===== src/logic/ssm_pkg.sv =====
// Shared constants and types for the serial SPI/I2C master controller.
package ssm_pkg;
  localparam logic [15:0] DATA_OFS     = 16'h449E;
  localparam logic [15:0] SPI_STAT_OFS = 16'h44A0;
  localparam logic [15:0] I2C_STAT_OFS = 16'h44A2;
  localparam logic [15:0] I2C_CMD_OFS  = 16'h44A6;
  localparam logic [15:0] I2C_ACK_OFS  = 16'h44A8;
  localparam logic [15:0] SPI_CFG_OFS  = 16'h44AC;
  localparam logic [15:0] RATE_LIN_OFS = 16'h44B0;
  localparam logic [15:0] RATE_EXP_OFS = 16'h44B2;
  localparam logic [15:0] MODE_OFS     = 16'h44BA;
  localparam logic [15:0] IRQ_STAT_OFS = 16'h44C0;
  localparam logic [15:0] IRQ_MASK_OFS = 16'h44C2;
  localparam logic [15:0] REG_RESET    = 16'h0000;

  localparam logic [1:0] MODE_OFF  = 2'h0;
  localparam logic [1:0] MODE_UART = 2'h1;
  localparam logic [1:0] MODE_SPI  = 2'h2;
  localparam logic [1:0] MODE_I2C  = 2'h3;

  localparam int CFG_RXPACED = 5;
  localparam int CFG_ROLE    = 4;
  localparam int CFG_RPT     = 3;
  localparam int CFG_ORD     = 2;
  localparam int CFG_PHA     = 1;
  localparam int CFG_POL     = 0;
  localparam int ST_TXIDLE   = 3;
  localparam int ST_TXFREE   = 2;
  localparam int ST_RXVAL    = 1;
  localparam int ST_RXOVF    = 0;
  localparam int CMD_STOP    = 3;
  localparam int CMD_START   = 2;
  localparam int CMD_SEND    = 1;
  localparam int CMD_RECV    = 0;
  localparam int I2_CMDFIN   = 3;
  localparam int I2_RXFIN    = 2;
  localparam int I2_TXFIN    = 1;
  localparam int I2_NAK      = 0;
  localparam int IRQ_SPI_OVF = 0;
  localparam int IRQ_SPI_DONE = 1;
  localparam int IRQ_I2C_CMD = 2;
  localparam int IRQ_I2C_RX  = 3;
  localparam int IRQ_I2C_TX  = 4;
  localparam int IRQ_I2C_NAK = 5;
  localparam int IRQ_W       = 6;

  localparam int REF_MHZ = 24;
  localparam int CLK_MHZ = 100;
  localparam logic [6:0] REF_INC = 7'(REF_MHZ);
  localparam logic [6:0] REF_MOD = 7'(CLK_MHZ);
  localparam logic [7:0] BUSY_TOKEN = 8'hFF;
  localparam logic [3:0] LAST_HALF = 4'hF;
  localparam logic [3:0] ACK_SLOT  = 4'h8;

  typedef enum logic {SP_IDLE, SP_RUN} ssm_spi_t;
  typedef enum logic [1:0] {I2_IDLE, I2_START, I2_STOP, I2_XFER} ssm_i2c_t;
endpackage


===== src/logic/ssm_ctrl.sv =====
// Serial controller in SPI-master and I2C-master modes with its register file.
//
// The plain strobed port was chosen for this implementation.
`timescale 1ns/1ps

// Notes on behaviour
// RULE_01 - Serial rate is 24 MHz over 2*(linear+1)*2^exponent, exponent in bits 3:0.
// RULE_02 - Linear divider factor is a 4-bit field in bits 3:0.
// RULE_03 - Function select: 0 off, 1 UART, 2 SPI, 3 I2C; disable before switching. No UART is built here; mode 1 leaves both engines idle.
// RULE_04 - Receiver-paced clear: start on transmit data; set: start on receive room.
// RULE_05 - Software always sets the role bit to master; slave is invalid.
// RULE_06 - Transmit underrun sends 0xFF, or repeats the last byte when repeat is set.
// RULE_07 - Bit order select clear shifts MSB first, set shifts LSB first.
// RULE_08 - Polarity picks leading edge direction; phase picks leading or second edge sampling.
// RULE_09 - Transmitter idle flag only when transmit FIFO empty and nothing shifting.
// RULE_10 - Transmit space flag whenever the transmit FIFO can take a byte.
// RULE_11 - Receive valid flag whenever the receive FIFO holds a byte.
// RULE_12 - Receive overrun flag sets on overflow, clears on a data port read.
// RULE_13 - Stop command bit makes a STOP and clears itself when done.
// RULE_14 - Start command bit makes a START or repeated START, then clears itself.
// RULE_15 - Send command bit shifts one byte out, then clears itself.
// RULE_16 - Receive command bit clocks one byte in, then clears itself.
// RULE_17 - Acknowledge select set answers each received byte with ACK.
// RULE_18 - Acknowledge select clear answers each received byte with NACK.
// RULE_19 - Separate I2C done, received, sent and NACK flags, cleared at next bus activity.
module ssm_ctrl #(
  parameter int DEPTH = 4
) (
  input  wire logic        clk,
  input  wire logic        reset,
  input  wire logic [15:0] addr,
  input  wire logic [15:0] wdata,
  input  wire logic        wr_en,
  input  wire logic        rd_en,
  output logic      [15:0] rdata,
  output logic             irq,
  output logic             spi_sck,
  output logic             spi_mosi,
  input  wire logic        spi_miso,
  input  wire logic        i2c_scl_in,
  output logic             i2c_scl_out,
  output logic             i2c_scl_oe_n,
  input  wire logic        i2c_sda_in,
  output logic             i2c_sda_out,
  output logic             i2c_sda_oe_n
);
  localparam int PW = $clog2(DEPTH);
  localparam int CW = PW + 1;
  localparam logic [CW-1:0] FULL = CW'(DEPTH);
  localparam int IRQ_W = ssm_pkg::IRQ_W;

  typedef struct packed {
    logic [1:0]            mode;
    logic [3:0]            lin;
    logic [3:0]            expo;
    logic [5:0]            cfg;
    logic [3:0]            cmd;
    logic                  ack;
    logic [3:0]            i2st;
    logic [IRQ_W-1:0]      irq_st;
    logic [IRQ_W-1:0]      irq_mask;
    logic [DEPTH-1:0][7:0] txq;
    logic [PW-1:0]         txwr;
    logic [PW-1:0]         txrd;
    logic [CW-1:0]         txcnt;
    logic [DEPTH-1:0][7:0] rxq;
    logic [PW-1:0]         rxwr;
    logic [PW-1:0]         rxrd;
    logic [CW-1:0]         rxcnt;
    logic                  ovf;
    logic [6:0]            acc;
    logic [19:0]           tcnt;
    ssm_pkg::ssm_spi_t     sst;
    logic [3:0]            h;
    logic [7:0]            sh;
    logic [7:0]            rsh;
    logic [7:0]            last;
    logic                  sck;
    logic                  mosi;
    ssm_pkg::ssm_i2c_t     i2s;
    logic [1:0]            ph;
    logic [3:0]            slot;
    logic                  xmit;
    logic                  nak_smp;
    logic                  scl_oe_n;
    logic                  sda_oe_n;
    logic                  od_zero;
    logic [15:0]           rdata;
    logic                  irq;
  } ssm_state_t;

  ssm_state_t s_r;
  ssm_state_t s_nxt;

  function automatic logic obit(input logic [7:0] b, input logic lsb);
    return lsb ? b[0] : b[7];
  endfunction

  function automatic logic [7:0] shf(input logic [7:0] b, input logic lsb);
    return lsb ? {1'b0, b[7:1]} : {b[6:0], 1'b0};
  endfunction

  ////////////////////////////////////////////////////////////////////////////////
  logic        tx_empty;
  logic        tx_full;
  logic        rx_empty;
  logic        rx_full;
  logic        wr_data;
  logic        rd_data;
  logic        busy;
  logic        tick;
  logic        unit;
  logic        tx_idle;
  logic        lsb;
  logic        pha;
  logic [7:0]  rx_in;
  logic [19:0] half;

  assign tx_empty = s_r.txcnt == '0;
  assign tx_full  = s_r.txcnt == FULL;
  assign rx_empty = s_r.rxcnt == '0;
  assign rx_full  = s_r.rxcnt == FULL;
  assign wr_data  = wr_en && addr == ssm_pkg::DATA_OFS;
  assign rd_data  = rd_en && addr == ssm_pkg::DATA_OFS;
  assign busy     = s_r.sst == ssm_pkg::SP_RUN || s_r.i2s != ssm_pkg::I2_IDLE;
  assign tx_idle  = tx_empty && s_r.sst == ssm_pkg::SP_IDLE; // RULE_09
  assign lsb      = s_r.cfg[ssm_pkg::CFG_ORD];
  assign pha      = s_r.cfg[ssm_pkg::CFG_PHA];
  // One reference tick per 24 MHz period on average, from the 100 MHz clock.
  assign tick = 7'(s_r.acc + ssm_pkg::REF_INC) >= ssm_pkg::REF_MOD; // RULE_01
  // Half a serial clock period is (linear+1)*2^exponent reference ticks.
  assign half = 20'(5'({1'b0, s_r.lin} + 5'h01)) << s_r.expo; // RULE_01 RULE_02
  assign unit = busy && tick && s_r.tcnt == half - 20'h00001;
  assign rx_in = lsb ? {spi_miso, s_r.rsh[7:1]} : {s_r.rsh[6:0], spi_miso}; // RULE_07

  ////////////////////////////////////////////////////////////////////////////////
  always_comb begin
    logic             tx_pop;
    logic             tx_push;
    logic             rx_push;
    logic             rx_pop;
    logic [7:0]       rx_byte;
    logic [7:0]       ld;
    logic [15:0]      rv;
    logic [IRQ_W-1:0] ev;
    logic             adv;
    tx_pop  = 1'b0;
    tx_push = wr_data && !tx_full;
    rx_push = 1'b0;
    rx_pop  = rd_data && !rx_empty;
    rx_byte = 8'h00;
    ld      = tx_empty ? ssm_pkg::BUSY_TOKEN : s_r.txq[s_r.txrd];
    rv      = ssm_pkg::REG_RESET;
    ev      = '0;
    adv     = 1'b0;
    s_nxt   = s_r;

    s_nxt.acc = tick ? 7'(s_r.acc + ssm_pkg::REF_INC - ssm_pkg::REF_MOD)
                     : 7'(s_r.acc + ssm_pkg::REF_INC);
    if (busy && tick) begin
      s_nxt.tcnt = unit ? 20'h00000 : s_r.tcnt + 20'h00001;
    end

    // SPI master engine, active only in SPI mode.
    if (s_r.mode != ssm_pkg::MODE_SPI) begin // RULE_03
      s_nxt.sst = ssm_pkg::SP_IDLE;
      s_nxt.sck = s_r.cfg[ssm_pkg::CFG_POL];
    end else begin
      unique case (s_r.sst)
        ssm_pkg::SP_IDLE: begin
          s_nxt.sck = s_r.cfg[ssm_pkg::CFG_POL]; // RULE_08
          if (s_r.cfg[ssm_pkg::CFG_RXPACED] ? !rx_full : !tx_empty) begin // RULE_04
            if (tx_empty && s_r.cfg[ssm_pkg::CFG_RPT]) begin
              ld = s_r.last; // RULE_06
            end
            tx_pop      = !tx_empty;
            s_nxt.last  = ld;
            s_nxt.h     = 4'h0;
            s_nxt.tcnt  = 20'h00000;
            s_nxt.sst   = ssm_pkg::SP_RUN;
            s_nxt.sh    = pha ? ld : shf(ld, lsb);
            if (!pha) begin
              s_nxt.mosi = obit(ld, lsb); // RULE_07
            end
          end
        end
        ssm_pkg::SP_RUN: begin
          if (unit) begin
            s_nxt.sck = !s_r.sck;
            s_nxt.h   = s_r.h + 4'h1;
            // Even half periods end in the leading edge, odd ones in the trailing edge.
            if (s_r.h[0] == pha) begin // RULE_08
              s_nxt.rsh = rx_in;
            end else if (!(s_r.h == ssm_pkg::LAST_HALF && !pha)) begin
              s_nxt.mosi = obit(s_r.sh, lsb);
              s_nxt.sh   = shf(s_r.sh, lsb);
            end
            if (s_r.h == ssm_pkg::LAST_HALF) begin
              s_nxt.sst = ssm_pkg::SP_IDLE;
              rx_push   = 1'b1;
              rx_byte   = pha ? rx_in : s_r.rsh;
              ev[ssm_pkg::IRQ_SPI_DONE] = 1'b1;
            end
          end
        end
      endcase
    end

    // I2C master engine; a phase waits while a released clock line is held low.
    adv = unit && (!s_r.scl_oe_n || i2c_scl_in);
    if (s_r.mode != ssm_pkg::MODE_I2C) begin // RULE_03
      s_nxt.i2s      = ssm_pkg::I2_IDLE;
      s_nxt.scl_oe_n = 1'b1;
      s_nxt.sda_oe_n = 1'b1;
    end else begin
      unique case (s_r.i2s)
        ssm_pkg::I2_IDLE: begin
          if (s_r.cmd != 4'h0) begin
            s_nxt.i2st = 4'h0; // RULE_19
            s_nxt.tcnt = 20'h00000;
            s_nxt.ph   = 2'h0;
            s_nxt.slot = 4'h0;
            if (s_r.cmd[ssm_pkg::CMD_STOP]) begin
              s_nxt.i2s = ssm_pkg::I2_STOP;
            end else if (s_r.cmd[ssm_pkg::CMD_START]) begin
              s_nxt.i2s = ssm_pkg::I2_START;
            end else begin
              s_nxt.i2s  = ssm_pkg::I2_XFER;
              s_nxt.xmit = s_r.cmd[ssm_pkg::CMD_SEND];
              s_nxt.sh   = ld;
              tx_pop     = s_r.cmd[ssm_pkg::CMD_SEND] && !tx_empty;
            end
          end
        end
        ssm_pkg::I2_START: begin
          if (adv) begin
            s_nxt.ph = s_r.ph + 2'h1;
            case (s_r.ph)
              2'h0: s_nxt.sda_oe_n = 1'b1;
              2'h1: s_nxt.scl_oe_n = 1'b1;
              2'h2: s_nxt.sda_oe_n = 1'b0;
              default: begin
                s_nxt.scl_oe_n = 1'b0;
                s_nxt.i2s      = ssm_pkg::I2_IDLE;
                s_nxt.cmd[ssm_pkg::CMD_START] = 1'b0; // RULE_14
                s_nxt.i2st[ssm_pkg::I2_CMDFIN] = 1'b1; // RULE_19
                ev[ssm_pkg::IRQ_I2C_CMD] = 1'b1;
              end
            endcase
          end
        end
        ssm_pkg::I2_STOP: begin
          if (adv) begin
            s_nxt.ph = s_r.ph + 2'h1;
            case (s_r.ph)
              2'h0: s_nxt.sda_oe_n = 1'b0;
              2'h1: s_nxt.scl_oe_n = 1'b1;
              2'h2: s_nxt.sda_oe_n = 1'b1;
              default: begin
                s_nxt.i2s = ssm_pkg::I2_IDLE;
                s_nxt.cmd[ssm_pkg::CMD_STOP] = 1'b0; // RULE_13
                s_nxt.i2st[ssm_pkg::I2_CMDFIN] = 1'b1; // RULE_19
                ev[ssm_pkg::IRQ_I2C_CMD] = 1'b1;
              end
            endcase
          end
        end
        ssm_pkg::I2_XFER: begin
          if (adv) begin
            s_nxt.ph = s_r.ph + 2'h1;
            case (s_r.ph)
              2'h0: begin
                if (s_r.slot != ssm_pkg::ACK_SLOT) begin
                  s_nxt.sda_oe_n = !(s_r.xmit && !s_r.sh[7]);
                end else begin
                  s_nxt.sda_oe_n = s_r.xmit || !s_r.ack; // RULE_17 RULE_18
                end
              end
              2'h1: s_nxt.scl_oe_n = 1'b1;
              2'h2: begin
                if (s_r.slot != ssm_pkg::ACK_SLOT) begin
                  s_nxt.rsh = {s_r.rsh[6:0], i2c_sda_in};
                end else begin
                  s_nxt.nak_smp = i2c_sda_in;
                end
              end
              default: begin
                s_nxt.scl_oe_n = 1'b0;
                s_nxt.slot     = s_r.slot + 4'h1;
                s_nxt.sh       = {s_r.sh[6:0], 1'b0};
                if (s_r.slot == ssm_pkg::ACK_SLOT) begin
                  s_nxt.i2s = ssm_pkg::I2_IDLE;
                  if (s_r.xmit) begin
                    s_nxt.cmd[ssm_pkg::CMD_SEND] = 1'b0; // RULE_15
                    s_nxt.i2st[ssm_pkg::I2_TXFIN] = 1'b1; // RULE_19
                    s_nxt.i2st[ssm_pkg::I2_NAK] = s_r.nak_smp;
                    ev[ssm_pkg::IRQ_I2C_TX]  = 1'b1;
                    ev[ssm_pkg::IRQ_I2C_NAK] = s_r.nak_smp;
                  end else begin
                    s_nxt.cmd[ssm_pkg::CMD_RECV] = 1'b0; // RULE_16
                    s_nxt.i2st[ssm_pkg::I2_RXFIN] = 1'b1; // RULE_19
                    rx_push = 1'b1;
                    rx_byte = s_r.rsh;
                    ev[ssm_pkg::IRQ_I2C_RX] = 1'b1;
                  end
                end
              end
            endcase
          end
        end
      endcase
    end

    ////////////////////////////////////////////////////////////////////////////////
    // Both FIFOs; a push into a full receive FIFO with no read in the same cycle is dropped and flags an overrun.
    if (tx_push) begin
      s_nxt.txq[s_r.txwr] = wdata[7:0];
      s_nxt.txwr = s_r.txwr + PW'(1);
    end
    if (tx_pop) begin
      s_nxt.txrd = s_r.txrd + PW'(1);
    end
    s_nxt.txcnt = CW'(s_r.txcnt + CW'(tx_push) - CW'(tx_pop)); // RULE_10
    if (rx_push && rx_full && !rx_pop) begin
      ev[ssm_pkg::IRQ_SPI_OVF] = 1'b1;
      rx_push = 1'b0;
    end
    if (rx_push) begin
      s_nxt.rxq[s_r.rxwr] = rx_byte;
      s_nxt.rxwr = s_r.rxwr + PW'(1);
    end
    if (rx_pop) begin
      s_nxt.rxrd = s_r.rxrd + PW'(1);
    end
    s_nxt.rxcnt = CW'(s_r.rxcnt + CW'(rx_push) - CW'(rx_pop)); // RULE_11
    // A new overrun in the cycle of a data read keeps the flag set.
    s_nxt.ovf = (s_r.ovf && !rd_data) || ev[ssm_pkg::IRQ_SPI_OVF]; // RULE_12

    // Register writes; command bits written here win over a completion clear.
    if (wr_en) begin
      case (addr)
        ssm_pkg::MODE_OFS:     s_nxt.mode = wdata[1:0]; // RULE_03
        ssm_pkg::RATE_LIN_OFS: s_nxt.lin = wdata[3:0]; // RULE_02
        ssm_pkg::RATE_EXP_OFS: s_nxt.expo = wdata[3:0]; // RULE_01
        ssm_pkg::SPI_CFG_OFS:  s_nxt.cfg = wdata[5:0];
        ssm_pkg::I2C_CMD_OFS:  s_nxt.cmd = s_nxt.cmd | wdata[3:0];
        ssm_pkg::I2C_ACK_OFS:  s_nxt.ack = wdata[0];
        ssm_pkg::IRQ_MASK_OFS: s_nxt.irq_mask = wdata[IRQ_W-1:0];
        default: ;
      endcase
    end
    s_nxt.irq_st = s_r.irq_st | ev;
    if (wr_en && addr == ssm_pkg::IRQ_STAT_OFS) begin
      s_nxt.irq_st = (s_r.irq_st & ~wdata[IRQ_W-1:0]) | ev;
    end
    s_nxt.irq = |(s_nxt.irq_st & s_nxt.irq_mask);

    if (rd_en) begin
      case (addr)
        ssm_pkg::DATA_OFS:     rv[7:0] = rx_empty ? 8'h00 : s_r.rxq[s_r.rxrd];
        ssm_pkg::SPI_STAT_OFS: rv[3:0] = {tx_idle, !tx_full, !rx_empty, s_r.ovf}; // RULE_09
        ssm_pkg::I2C_STAT_OFS: rv[3:0] = s_r.i2st;
        ssm_pkg::I2C_CMD_OFS:  rv[3:0] = s_r.cmd;
        ssm_pkg::I2C_ACK_OFS:  rv[0] = s_r.ack;
        ssm_pkg::SPI_CFG_OFS:  rv[5:0] = s_r.cfg;
        ssm_pkg::RATE_LIN_OFS: rv[3:0] = s_r.lin;
        ssm_pkg::RATE_EXP_OFS: rv[3:0] = s_r.expo;
        ssm_pkg::MODE_OFS:     rv[1:0] = s_r.mode;
        ssm_pkg::IRQ_STAT_OFS: rv[IRQ_W-1:0] = s_r.irq_st;
        ssm_pkg::IRQ_MASK_OFS: rv[IRQ_W-1:0] = s_r.irq_mask;
        default: ;
      endcase
    end
    s_nxt.rdata = rv;
  end

  always_ff @(posedge clk) begin
    if (reset) begin
      s_r          <= '0;
      s_r.scl_oe_n <= 1'b1;
      s_r.sda_oe_n <= 1'b1;
    end else begin
      s_r <= s_nxt;
    end
  end

  assign rdata        = s_r.rdata;
  assign irq          = s_r.irq;
  assign spi_sck      = s_r.sck;
  assign spi_mosi     = s_r.mosi;
  assign i2c_scl_out  = s_r.od_zero;
  assign i2c_scl_oe_n = s_r.scl_oe_n;
  assign i2c_sda_out  = s_r.od_zero;
  assign i2c_sda_oe_n = s_r.sda_oe_n;

  logic adv_stop_end;
  assign adv_stop_end = unit && s_r.ph == 2'h3 && (!s_r.scl_oe_n || i2c_scl_in);

  ////////////////////////////////////////////////////////////////////////////////
  a_rate_unit: assert property (@(posedge clk) disable iff (reset) // RULE_01
    unit |-> tick && s_r.tcnt == ((20'h00001 + 20'(s_r.lin)) << s_r.expo) - 20'h00001)
    else $error("serial half period mismatch");
  a_spi_start: assert property (@(posedge clk) disable iff (reset) // RULE_04
    s_r.mode == ssm_pkg::MODE_SPI && s_r.sst == ssm_pkg::SP_IDLE && !s_r.cfg[5] && !tx_empty
    |=> s_r.sst == ssm_pkg::SP_RUN
        && s_r.txcnt == $past(s_r.txcnt) - CW'(1) + CW'($past(wr_data && !tx_full)))
    else $error("spi did not start on transmit data");
  a_txidle_read: assert property (@(posedge clk) disable iff (reset) // RULE_09
    rd_en && addr == ssm_pkg::SPI_STAT_OFS |=> rdata[3] == $past(tx_empty && s_r.sst == ssm_pkg::SP_IDLE))
    else $error("transmitter idle flag wrong");
  a_txfree_read: assert property (@(posedge clk) disable iff (reset) // RULE_10
    rd_en && addr == ssm_pkg::SPI_STAT_OFS |=> rdata[2] == ($past(s_r.txcnt) < FULL))
    else $error("transmit space flag wrong");
  a_rxval_read: assert property (@(posedge clk) disable iff (reset) // RULE_11
    rd_en && addr == ssm_pkg::SPI_STAT_OFS |=> rdata[1] == ($past(s_r.rxcnt) != '0))
    else $error("receive valid flag wrong");
  a_ovf_clear: assert property (@(posedge clk) disable iff (reset) // RULE_12
    rd_data && !s_nxt.irq_st[0] |=> !s_r.ovf ##1 !s_r.ovf || s_r.irq_st[0])
    else $error("overrun not cleared by data read");
  a_stop_done: assert property (@(posedge clk) disable iff (reset) // RULE_13
    s_r.i2s == ssm_pkg::I2_STOP && adv_stop_end |=> !s_r.cmd[3] || $past(wr_en) ##0 s_r.i2st[3])
    else $error("stop command not completed");
  a_start_done: assert property (@(posedge clk) disable iff (reset) // RULE_14
    $fell(s_r.cmd[2]) && !$past(wr_en) |-> $past(s_r.i2s) == ssm_pkg::I2_START && s_r.i2st[3])
    else $error("start bit cleared outside start");
  a_send_done: assert property (@(posedge clk) disable iff (reset) // RULE_15
    $fell(s_r.cmd[1]) |-> $past(s_r.slot) == ssm_pkg::ACK_SLOT && s_r.i2st[1])
    else $error("send bit cleared early");
  a_ack_drive: assert property (@(posedge clk) disable iff (reset) // RULE_17
    s_r.i2s == ssm_pkg::I2_XFER && !s_r.xmit && s_r.slot == ssm_pkg::ACK_SLOT && s_r.ph == 2'h2
    |-> s_r.sda_oe_n == !s_r.ack)
    else $error("ack reply level wrong");
endmodule


===== config.mk =====
export PLATFORM = sky130hd
export DESIGN_NAME = ssm_ctrl
export DESIGN_NICKNAME = d
export VERILOG_FILES = /design/src/logic/ssm_pkg.sv /design/src/logic/ssm_ctrl.sv
export SDC_FILE = /design/constraint.sdc
export NUM_CORES = 1
export LEC_CHECK = 0
export BUFFER_PORTS_ARGS = -buffer_cell sky130_fd_sc_hd__buf_2
export CAP_MARGIN = 15
export CORE_ASPECT_RATIO = 1.25
export CORE_MARGIN = 10
export CORE_UTILIZATION = 38
export CTS_CLUSTER_DIAMETER = 40
export DETAILED_ROUTE_END_ITERATION = 10
export PLACE_DENSITY = 0.57
export SLEW_MARGIN = 20
export SYNTH_ARGS = -nofsm -noshare
export SYNTH_HDL_FRONTEND = slang
export SYNTH_SLANG_ARGS = --single-unit

===== constraint.sdc =====
create_clock -name clk -period 5.7 [get_ports clk]
set_clock_uncertainty 0.2 [all_clocks]
set_input_delay 0.285 -clock clk [delete_from_list [all_inputs] [get_ports clk]]
set_output_delay 0.285 -clock clk [all_outputs]
set_load 0.02 [all_outputs]

==> impl_metrics.toml, run 1 <==
[cts]
htree_levels = 4
cts_root_buf = "clkbuf_16"
clock_path_buffers = 2
cts_tree = "yes"
cts_buffers = 17
path_clk_slew_ns = 0.07
clock_latency_ns = 0.46
cts.sinks = 193

[floorplan]
start_util = 0.383
dieHeight_um = 220
die-area_mm2 = 0.0395
die_w_um = 180
num_rows = 73
core_mm2 = 0.0317
io_pins = 62

[global_routing]
grt_max_degree = 69
overflow = 0
grt_first_pass_wirelength_um = 57000
grt_pass1_vias = 10700
antenna_found_initial = 0
grtUsageTotal = 0.175

[min_path]
min_from = "wdata[0]"
holdCritPathClass = "in -> reg"
hold-path-endpoint = "s_r[151]$_SDFFE_PP0P_"
hold_depth = 3

[logic_synthesis]
netlist_instances = 1547
async_flop_share = 0
synth_flop_cell = "dfxtp_1"
synth_area_mm2 = 0.0121
synth.area.top_cells = "dfxtp_1 32%, nand2_1 6.8%, a21oi_1 6.1%"
avgSynthCellArea_um2 = 7.84
synth_top_area_cell = "dfxtp_1"
synth_commonest_cells = "220 x nand2_1, 193 x dfxtp_1, 148 x a21oi_1"
yosys_warnings = 0
yosysMostFrequentCell = "nand2_1"
synth_cell_type_count = 93
synth_edf_count = 0
ys_seq_area_frac = 0.319
yosysTopAreaCellShare = 0.319
ys_ff_latch = 193

[layout]
diodes = 0
area_growth_pct = 9.39
seq_area_mm2 = 0.00386
fillers = 3268
multi_input_area_mm2 = 0.00751
drive_gt1_frac = 0.116
layout.nets = 1618

[drt]
via_per_inst = 5.62
wl_um = 34800
first_iter_violations = 746
routed.top_layer = "met4"
wl_met3_um = 1350
route.detailed.drc = 0
final_antenna_net_count = 0
wire_per_inst_um = 17.7
wl_met2_um = 17400
met1_length_um = 15200
first_pass_iters = 8
vias = 11100

[sta]
worstMarginPinSlew_ns = 0.952
max_freq_mhz = 190
finalCritPeriodShare = 0.924
setup_viol = 0
finalHoldViolCount = 0
relSlewSlack = 0.359
rsz0062_at_grt = "false"
maxSlewViolCount = 0
period_needed_ns = 5.27
setup_ws_ns = 0.432
tns_ns = 0

[pwr]
cellPowerDensity_mw_per_mm2 = 212
vdd_drop_max_uv = 172
p_leak_nw = 4.74

[critical_path]
critPathLaunch = "s_r[200]$_SDFFE_PP0P_"
end_kind = "flop"
crit_fanout = 10
crit_type = "reg -> reg"
r2r_cells = 16
crit_required_ns = 5.82
crit_arrival_ns = 5.39
reg2reg_from = "s_r[200]$_SDFFE_PP0P_"
crit_path_start_kind = "flop"
r2r_end = "s_r[91]$_SDFF_PP0_"
reg2reg_slack_ns = 0.43

[run_status]
status = "finished clean"

[flow_run]
max-cap-violations = 0

[placed_design]
io_buffers = 43
finalWeightedCongestion = 0.876
dp_hpwl_um = 25900
dpl_worst_slack_ns = 0.493
==> state kept, by name, indices dropped and copies added (netlist names) <==
register and count:
rdata 8, lsb 1, pha 1, i2c_scl_oe_n 1
irq 1, s_r 178, spi_sck 1, spi_mosi 1
i2c_sda_oe_n 1
==> cell usage in the layout, fill, tap and decap left out, drive strengths merged, types with 9 or more instances in the layout <==
cell and count:
a211oi 19, a21oi 149, inv 68, conb 10
xnor2 28, dfxtp 193, nor2b 11, nor4 14
or2 13, buf 71, and3 16, mux2 22
and2 14, mux2i 35, dlygate4sd3 9, clkbuf 17
xor2 23, o2bb2ai 10, nand4 20, nand2b 12
a31oi 13, nand2 222, nor2 146, nor3 32
ha 31, o31ai 14, and3b 9, nand3b 9
nor3b 9, nand3 86, mux4 17, o21ai 81
or3 9
==> power breakdown <==
part / switching, mW / internal [mW] / leakage, nW
Combinational: 0.101 / 0.0579 / 2.88
Clock: 0.602 / 0.671 / 0.303
Sequential: 0.0125 / 1.36 / 1.56
Total: 0.716 / 2.09 / 4.74
==> layer usage <==
| metal | vias to the layer above | GRT usage |
|---|---|---|
| li1 | 5481 | - |
| met1 | 5295 | 0.208 |
| met2 | 245 | 0.310 |
| met3 | 55 | 0.0285 |
| met4 | 0 | 0.0638 |
| met5 | - | 0 |
==> metrics by stage <==
step / instances / total power [mW] / hold WS [ns] / util / area [um2]
after floorplan: 1556 / 1.52 / 0.182 / - / 12200
after global placement: 1930 / 1.56 / 0.239 / 0.396 / 12500
after detailed placement: 1930 / 1.56 / 0.248 / 0.396 / 12500
after CTS: 1970 / 2.84 / 0.0146 / 0.418 / 13300
after global routing: 1970 / 2.91 / 0.0321 / 0.418 / 13300
final: 1970 / 2.81 / 0.0406 / 0.418 / 13300
==> worst max-delay path by stage <==
stage          slack, ns  cells past startpoint                 end
2_1_floorplan       1.28                     15  s_r[40]$_SDFF_PP0_
3_3_place_gp        0.54                     16  s_r[91]$_SDFF_PP0_
3_5_place_dp        0.49                     16  s_r[91]$_SDFF_PP0_
4_1_cts             0.48                     16  s_r[91]$_SDFF_PP0_
5_1_grt             0.06                     18  s_r[91]$_SDFF_PP0_
6_report            0.43                     16  s_r[91]$_SDFF_PP0_
==> cells by family (layout without fill, tap and decap cells) <==
| kind of cell | Yosys count | after routing | synth area share |
|---|---|---|---|
| other | 1 | 10 | 0.000309 |
| and+or+nand+nor | 652 | 652 | 0.269 |
| muxes | 74 | 74 | 0.0812 |
| DFF | 193 | 193 | 0.319 |
| adders and majority gates | 33 | 33 | 0.0353 |
| buffers and inverters | 172 | 174 | 0.0652 |
| AOI/OAI and AO/OA | 371 | 371 | 0.193 |
| xor gates and xnor gates | 51 | 51 | 0.0375 |
==> repair_timing <==
action	CTS	global route
hold buffers	9	0
hold endpoints to repair	32	0
endpoints found under the setup margin	0	1
setup buffers	0	0
resized for setup	0	1
==> critical path, cell delays in order (launching register included) <==
cell and delay [ns]:
dfxtp_1 0.63, and3_4 0.32, mux2i_1 0.45, a311oi_1 0.24, a2111oi_0 0.71, nand4_1 0.18, a21boi_0 0.27, a211oi_2 0.12
nor4b_1 0.32, nand4b_1 0.28, nand4b_1 0.27, ha_1 0.33, inv_1 0.04, ha_1 0.19, fa_1 0.38, xnor2_1 0.16
nor2_1 0.05
==> cell type report <==
cell class | count | share of cell area
flip-flops and latches | 193 | 0.291
repair buffers | 80 | 0.0391
well taps | 412 | 0.0389
multi-input cells | 1191 | 0.566
clock inverters | 14 | 0.0145
inverters | 63 | 0.0178
clock buffers | 17 | 0.0321
No activity file was read; power rests on OpenSTA's default activity.
==> run 2: changes to the inputs <==
Settings changed: ABC_CLOCK_PERIOD_IN_PS set to 5700, CORE_ASPECT_RATIO 1.25 to 1.5, TNS_END_PERCENT set to 50.
==> run 2 against run 1 <==
Die area up 0.26%. Sequential share of layout area about the same. Sequential power is essentially flat. First-iteration DRC count rose by 2.7%. Register-to-register slack got worse by 0.14 ns. Fmax decreased by 2.6%. Power decreased by 0.32%. Cell count up 0.10%. Combinational power barely moved. Routed wire length grew 1.8%.
==> impl_metrics.toml, run 2 (same netlist as run 1, synthesis figures left out) <==
[global_routing]
grtUsageTotal = 0.174
grt_first_pass_wirelength_um = 57000
grt.busiest_layer = "met2"
use_met1 = 0.201
grt_use_met2 = 0.318
grt_pass1_vias = 10500
grt_max_degree = 69
grt_use_met3 = 0.0235
overflow = 0
antenna_found_initial = 0

[layout]
drive_gt1_frac = 0.118
area_growth_pct = 9.56
largest_reg_flops = 178
final_cell_mix = "220 x nand2_1, 191 x dfxtp_1, 148 x a21oi_1"
layout_commonest_cell = "nand2_1"
diodes = 0
top_register = "s_r"
utilization = 0.420
layout.nets = 1621

[min_path]
holdCritPathClass = "in -> reg"

[pwr]
vdd_drop_max_uv = 208
cellPowerDensity_mw_per_mm2 = 211
p_total_mw = 2.80
p_leak_nw = 4.75

[critical_path]
end_kind = "flop"
crit_arrival_ns = 5.54
crit_path_start_kind = "flop"
crit_type = "reg -> reg"
crit_fanout = 9
crit_required_ns = 5.83

[cts]
cts.sinks = 193
cts_root_buf = "clkbuf_16"
htree_levels = 4
clock_latency_ns = 0.46
cts_buffers = 17
path_clk_slew_ns = 0.08
cts_tree = "yes"
clock_path_buffers = 2

[placed_design]
finalWeightedCongestion = 0.883
io_buffers = 43
dp_hpwl_um = 26700

[sta]
finalCritPeriodShare = 0.949
setup_viol = 0
relSlewSlack = 0.324
period_needed_ns = 5.41
max_freq_mhz = 185
finalHoldViolCount = 0
tns_ns = 0
maxSlewViolCount = 0
rsz0062_at_grt = "false"
worstMarginPinSlew_ns = 1.01

[floorplan]
num_rows = 80
core_mm2 = 0.0316
dieHeight_um = 239
start_util = 0.383
io_pins = 62
die-area_mm2 = 0.0396
die_w_um = 166

[drt]
wire_per_inst_um = 18.0
via_per_inst = 5.60
first_iter_violations = 766
vias = 11000
wl_um = 35500
first_pass_iters = 6
final_antenna_net_count = 0
route.detailed.drc = 0

[flow_run]
max-cap-violations = 0

[run_status]
status = "finished clean"
==> run 2: cell types whose count changed in the layout (fill, tap and decap cells not counted), moves of 2 or more <==
cell and change:
inv_6 +2, inv_8 -2, clkinv_4 -3, clkinv_8 +2, buf_4 +2
==> run 2: where the power goes <==
group	total, mW	internal (mW)	switching (mW)
sequential	1.37	1.36	0.0125
combinational	0.160	0.0585	0.101
clock	1.26	0.637	0.626
total	2.80	2.06	0.740
==> run 2: per-layer routing <==
| layer | share of wire | routed length (um) | vias up |
|---|---|---|---|
| li1 | - | - | 5481 |
| met3 | 0.033 | 1160 | 48 |
| met5 | 0 | 0 | - |
| met4 | 0.025 | 871 | 0 |
| met2 | 0.52 | 18400 | 212 |
| met1 | 0.42 | 15000 | 5303 |
==> run 2: worst paths after layout <==
check                        startpoint               endpoint  slack [ns]  cells past startpoint
setup / recovery  s_r[199]$_SDFFE_PP0P_     s_r[91]$_SDFF_PP0_        0.29                     17
hold / removal                  addr[2]  s_r[183]$_SDFFE_PP0P_        0.11                      4
setup reg to reg  s_r[199]$_SDFFE_PP0P_     s_r[91]$_SDFF_PP0_        0.29                     17
hold reg to reg   s_r[163]$_SDFFE_PP0P_  s_r[163]$_SDFFE_PP0P_        0.26                      2
==> run 2: layout make-up <==
class,count,area [um2]
Clock inverter,14,185
Inverter,63,236
Clock buffer,18,429
Multi-Input combinational cell,1191,7510
Fill cell,3336,18300
Sequential cell,193,3870
Tap cell,410,513
Timing Repair Buffer,83,543
==> run 2: per-stage QoR <==
stage,area (um2),setup slack [ns],std cells,hold WS [ns]
finish,13300,0.291,1972,0.114
global route,13300,0.0150,1972,0.170
CTS,13300,0.307,1972,0.0837
global placement,12600,0.391,1930,0.239
detailed placement,12600,0.325,1930,0.247
floorplan,12200,1.28,1556,0.182
==> run 2: timing repair <==
action                                  in CTS  in global routing
hold endpoints to repair                    29                  0
buffers inserted                             0                  0
endpoints found under the setup margin       0                  1
hold buffers                                10                  0
resized for setup                            0                  2
==> run 2: worst max-delay path: stages (launching register included) <==
cell and delay, ns:
dfxtp_1 0.44, ha_1 0.33, xor2_2 0.18, a211oi_1 0.49
and3_1 0.31, a41oi_1 0.21, nor4_1 0.56, a21boi_0 0.30
a211oi_2 0.11, nor4b_1 0.34, nand4b_1 0.32, nand4b_1 0.29
ha_1 0.34, inv_1 0.04, ha_1 0.18, fa_1 0.39
xnor2_1 0.19, nor2_1 0.05
==> run 3: changes to the inputs <==
Settings changed: CELL_PAD_IN_SITES_DETAIL_PLACEMENT set to 1, CELL_PAD_IN_SITES_GLOBAL_PLACEMENT set to 1, PLACE_DENSITY 0.57 to 0.71.
==> run 3 against run 2 <==
Design area down 0.62%. Clock power down 4%. Sequential power about the same. Critical endpoint unchanged. Clock-buffer cell count down 1. Core utilization down 0.26 points. Fmax up 1.5%. Die area unchanged.
==> impl_metrics.toml, run 3 (same netlist as run 1, synthesis figures left out) <==
[cts]
cts_tree = "yes"
cts_setup_buffers = 0
cts_buffers = 17
cts_root_buf = "clkbuf_16"
clock_path_buffers = 2
cts.sinks = 193
path_clk_slew_ns = 0.08
htree_levels = 4
clock_latency_ns = 0.46

[min_path]
hold_depth = 3
holdCritPathClass = "in -> reg"

[drt]
route.detailed.drc = 0
first_pass_iters = 5
final_antenna_net_count = 0
vias = 11300
wl_um = 39400
first_iter_violations = 620
via_per_inst = 5.76
wire_per_inst_um = 20.1

[sta]
rsz0062_at_grt = "false"
worstMarginPinSlew_ns = 1.00
relSlewSlack = 0.330
finalHoldViolCount = 0
maxSlewViolCount = 0
period_needed_ns = 5.33
tns_ns = 0
setup_viol = 0
max_freq_mhz = 188
finalCritPeriodShare = 0.935

[pwr]
p_leak_nw = 4.70
cellPowerDensity_mw_per_mm2 = 208
vdd_drop_max_uv = 158

[critical_path]
crit_chain = "ha_1 > nand4b_1 > o211ai_1 > a211o_1 > a2111oi_0 > nand4_1 > a21boi_0 > a211oi_2 > nor4b_1 > nand4b_1 > nand4b_1 > ha_1 > inv_1 > ha_1 > fa_1 > xnor2_1 > nor2_1"
reg2reg_slack_ns = 0.37
crit_fanout = 6
worst-path-stages = 17
crit_arrival_ns = 5.46
crit_slowest_cell = "a2111oi_0"
critPathBufInv = 1
end_kind = "flop"
r2r_cells = 17
crit_family = "compound AO/OA/AOI/OAI gates"
crit_path_start_kind = "flop"
slowest_delay_ns = 0.72
crit_type = "reg -> reg"
crit_required_ns = 5.83

[global_routing]
grt_max_degree = 82
grt_first_pass_wirelength_um = 63900
antenna_found_initial = 0
grt_use_met2 = 0.379
grt_use_met3 = 0.0239
use_met1 = 0.203
grt_pass1_vias = 11900
overflow = 0
grt.busiest_layer = "met2"
grtUsageTotal = 0.197

[layout]
area_growth_pct = 8.88
diodes = 0
top_register = "s_r"
final_cell_mix = "220 x nand2_1, 193 x dfxtp_1, 148 x a21oi_1"
drive_gt1_frac = 0.118
fillers = 3969
largest_reg_flops = 178
layout.nets = 1614
layout_commonest_cell = "nand2_1"
final_cell_area_mm2 = 0.0132

[floorplan]
core_mm2 = 0.0316
die_w_um = 166
dieHeight_um = 239
io_pins = 62
start_util = 0.383
die-area_mm2 = 0.0396
num_rows = 80

[flow_run]
max-cap-violations = 0

[placed_design]
finalWeightedCongestion = 0.885
io_buffers = 43
placed_cell_area_mm2 = 0.0125
dp_hpwl_um = 30000

[run_status]
status = "finished clean"
## run 3: cell types whose count changed in the layout (fill, tap and decap cells not counted), moves of 2 or more
cell / change
buf_4: -3
clkinv_4: +2
clkinv_8: -3
clkinvlp_4: +4
dfxtp_1: +2
dfxtp_2: -2
dlygate4sd3_1: -4
nor4_1: -2
nor4_2: +2
## run 3: layout make-up
cell class,count,area [um2],area share
sequential,193,3860,0.293
inverter,63,236,0.0179
clock buffer,17,425,0.0322
timing repair buffer,76,480,0.0364
clock inverter,15,153,0.0116
tap,410,513,0.0389
multi-input combinational,1191,7530,0.570
## run 3: worst paths after layout
check | end | start
max | s_r[91]$_SDFF_PP0_ | s_r[199]$_SDFFE_PP0P_
min | s_r[186]$_SDFF_PP0_ | wdata[2]
max reg2reg | s_r[91]$_SDFF_PP0_ | s_r[199]$_SDFFE_PP0P_
min reg2reg | s_r[160]$_SDFFE_PP0P_ | s_r[160]$_SDFFE_PP0P_
## run 3: per-stage QoR
stage               cells  setup WS, ns  total power [mW]   util  hold slack, ns
floorplan            1556          1.28              1.52      -           0.182
detailed placement   1927         0.335              1.57  0.396           0.247
finish               1965         0.368              2.75  0.417          0.0272
CTS                  1965         0.296              2.78  0.417         0.00787
global placement     1927         0.543              1.56  0.396           0.239
global route         1965        0.0102              2.85  0.417          0.0275
## run 3: tightest hold or removal path, stage by stage
cell     delay, ns
buf_2         0.20
nand2_1       0.09
a21oi_1       0.06
## run 3: per-layer routing
layer	vias up	wire length [um]
li1	5465	-
met1	5600	15300
met2	178	21600
met3	79	835
met4	0	1690
met5	-	0
## run 3: what timing repair did
action                                 CTS  global route
hold buffers                             6             0
setup endpoints to repair                0             2
endpoints found under the hold margin   20             0
resized for setup                        0             2
## run 3: where the power goes
part           internal [mW]  switching [mW]  leakage, nW
Combinational         0.0573           0.107         2.87
Clock                  0.615           0.596        0.273
Sequential              1.36          0.0132         1.55
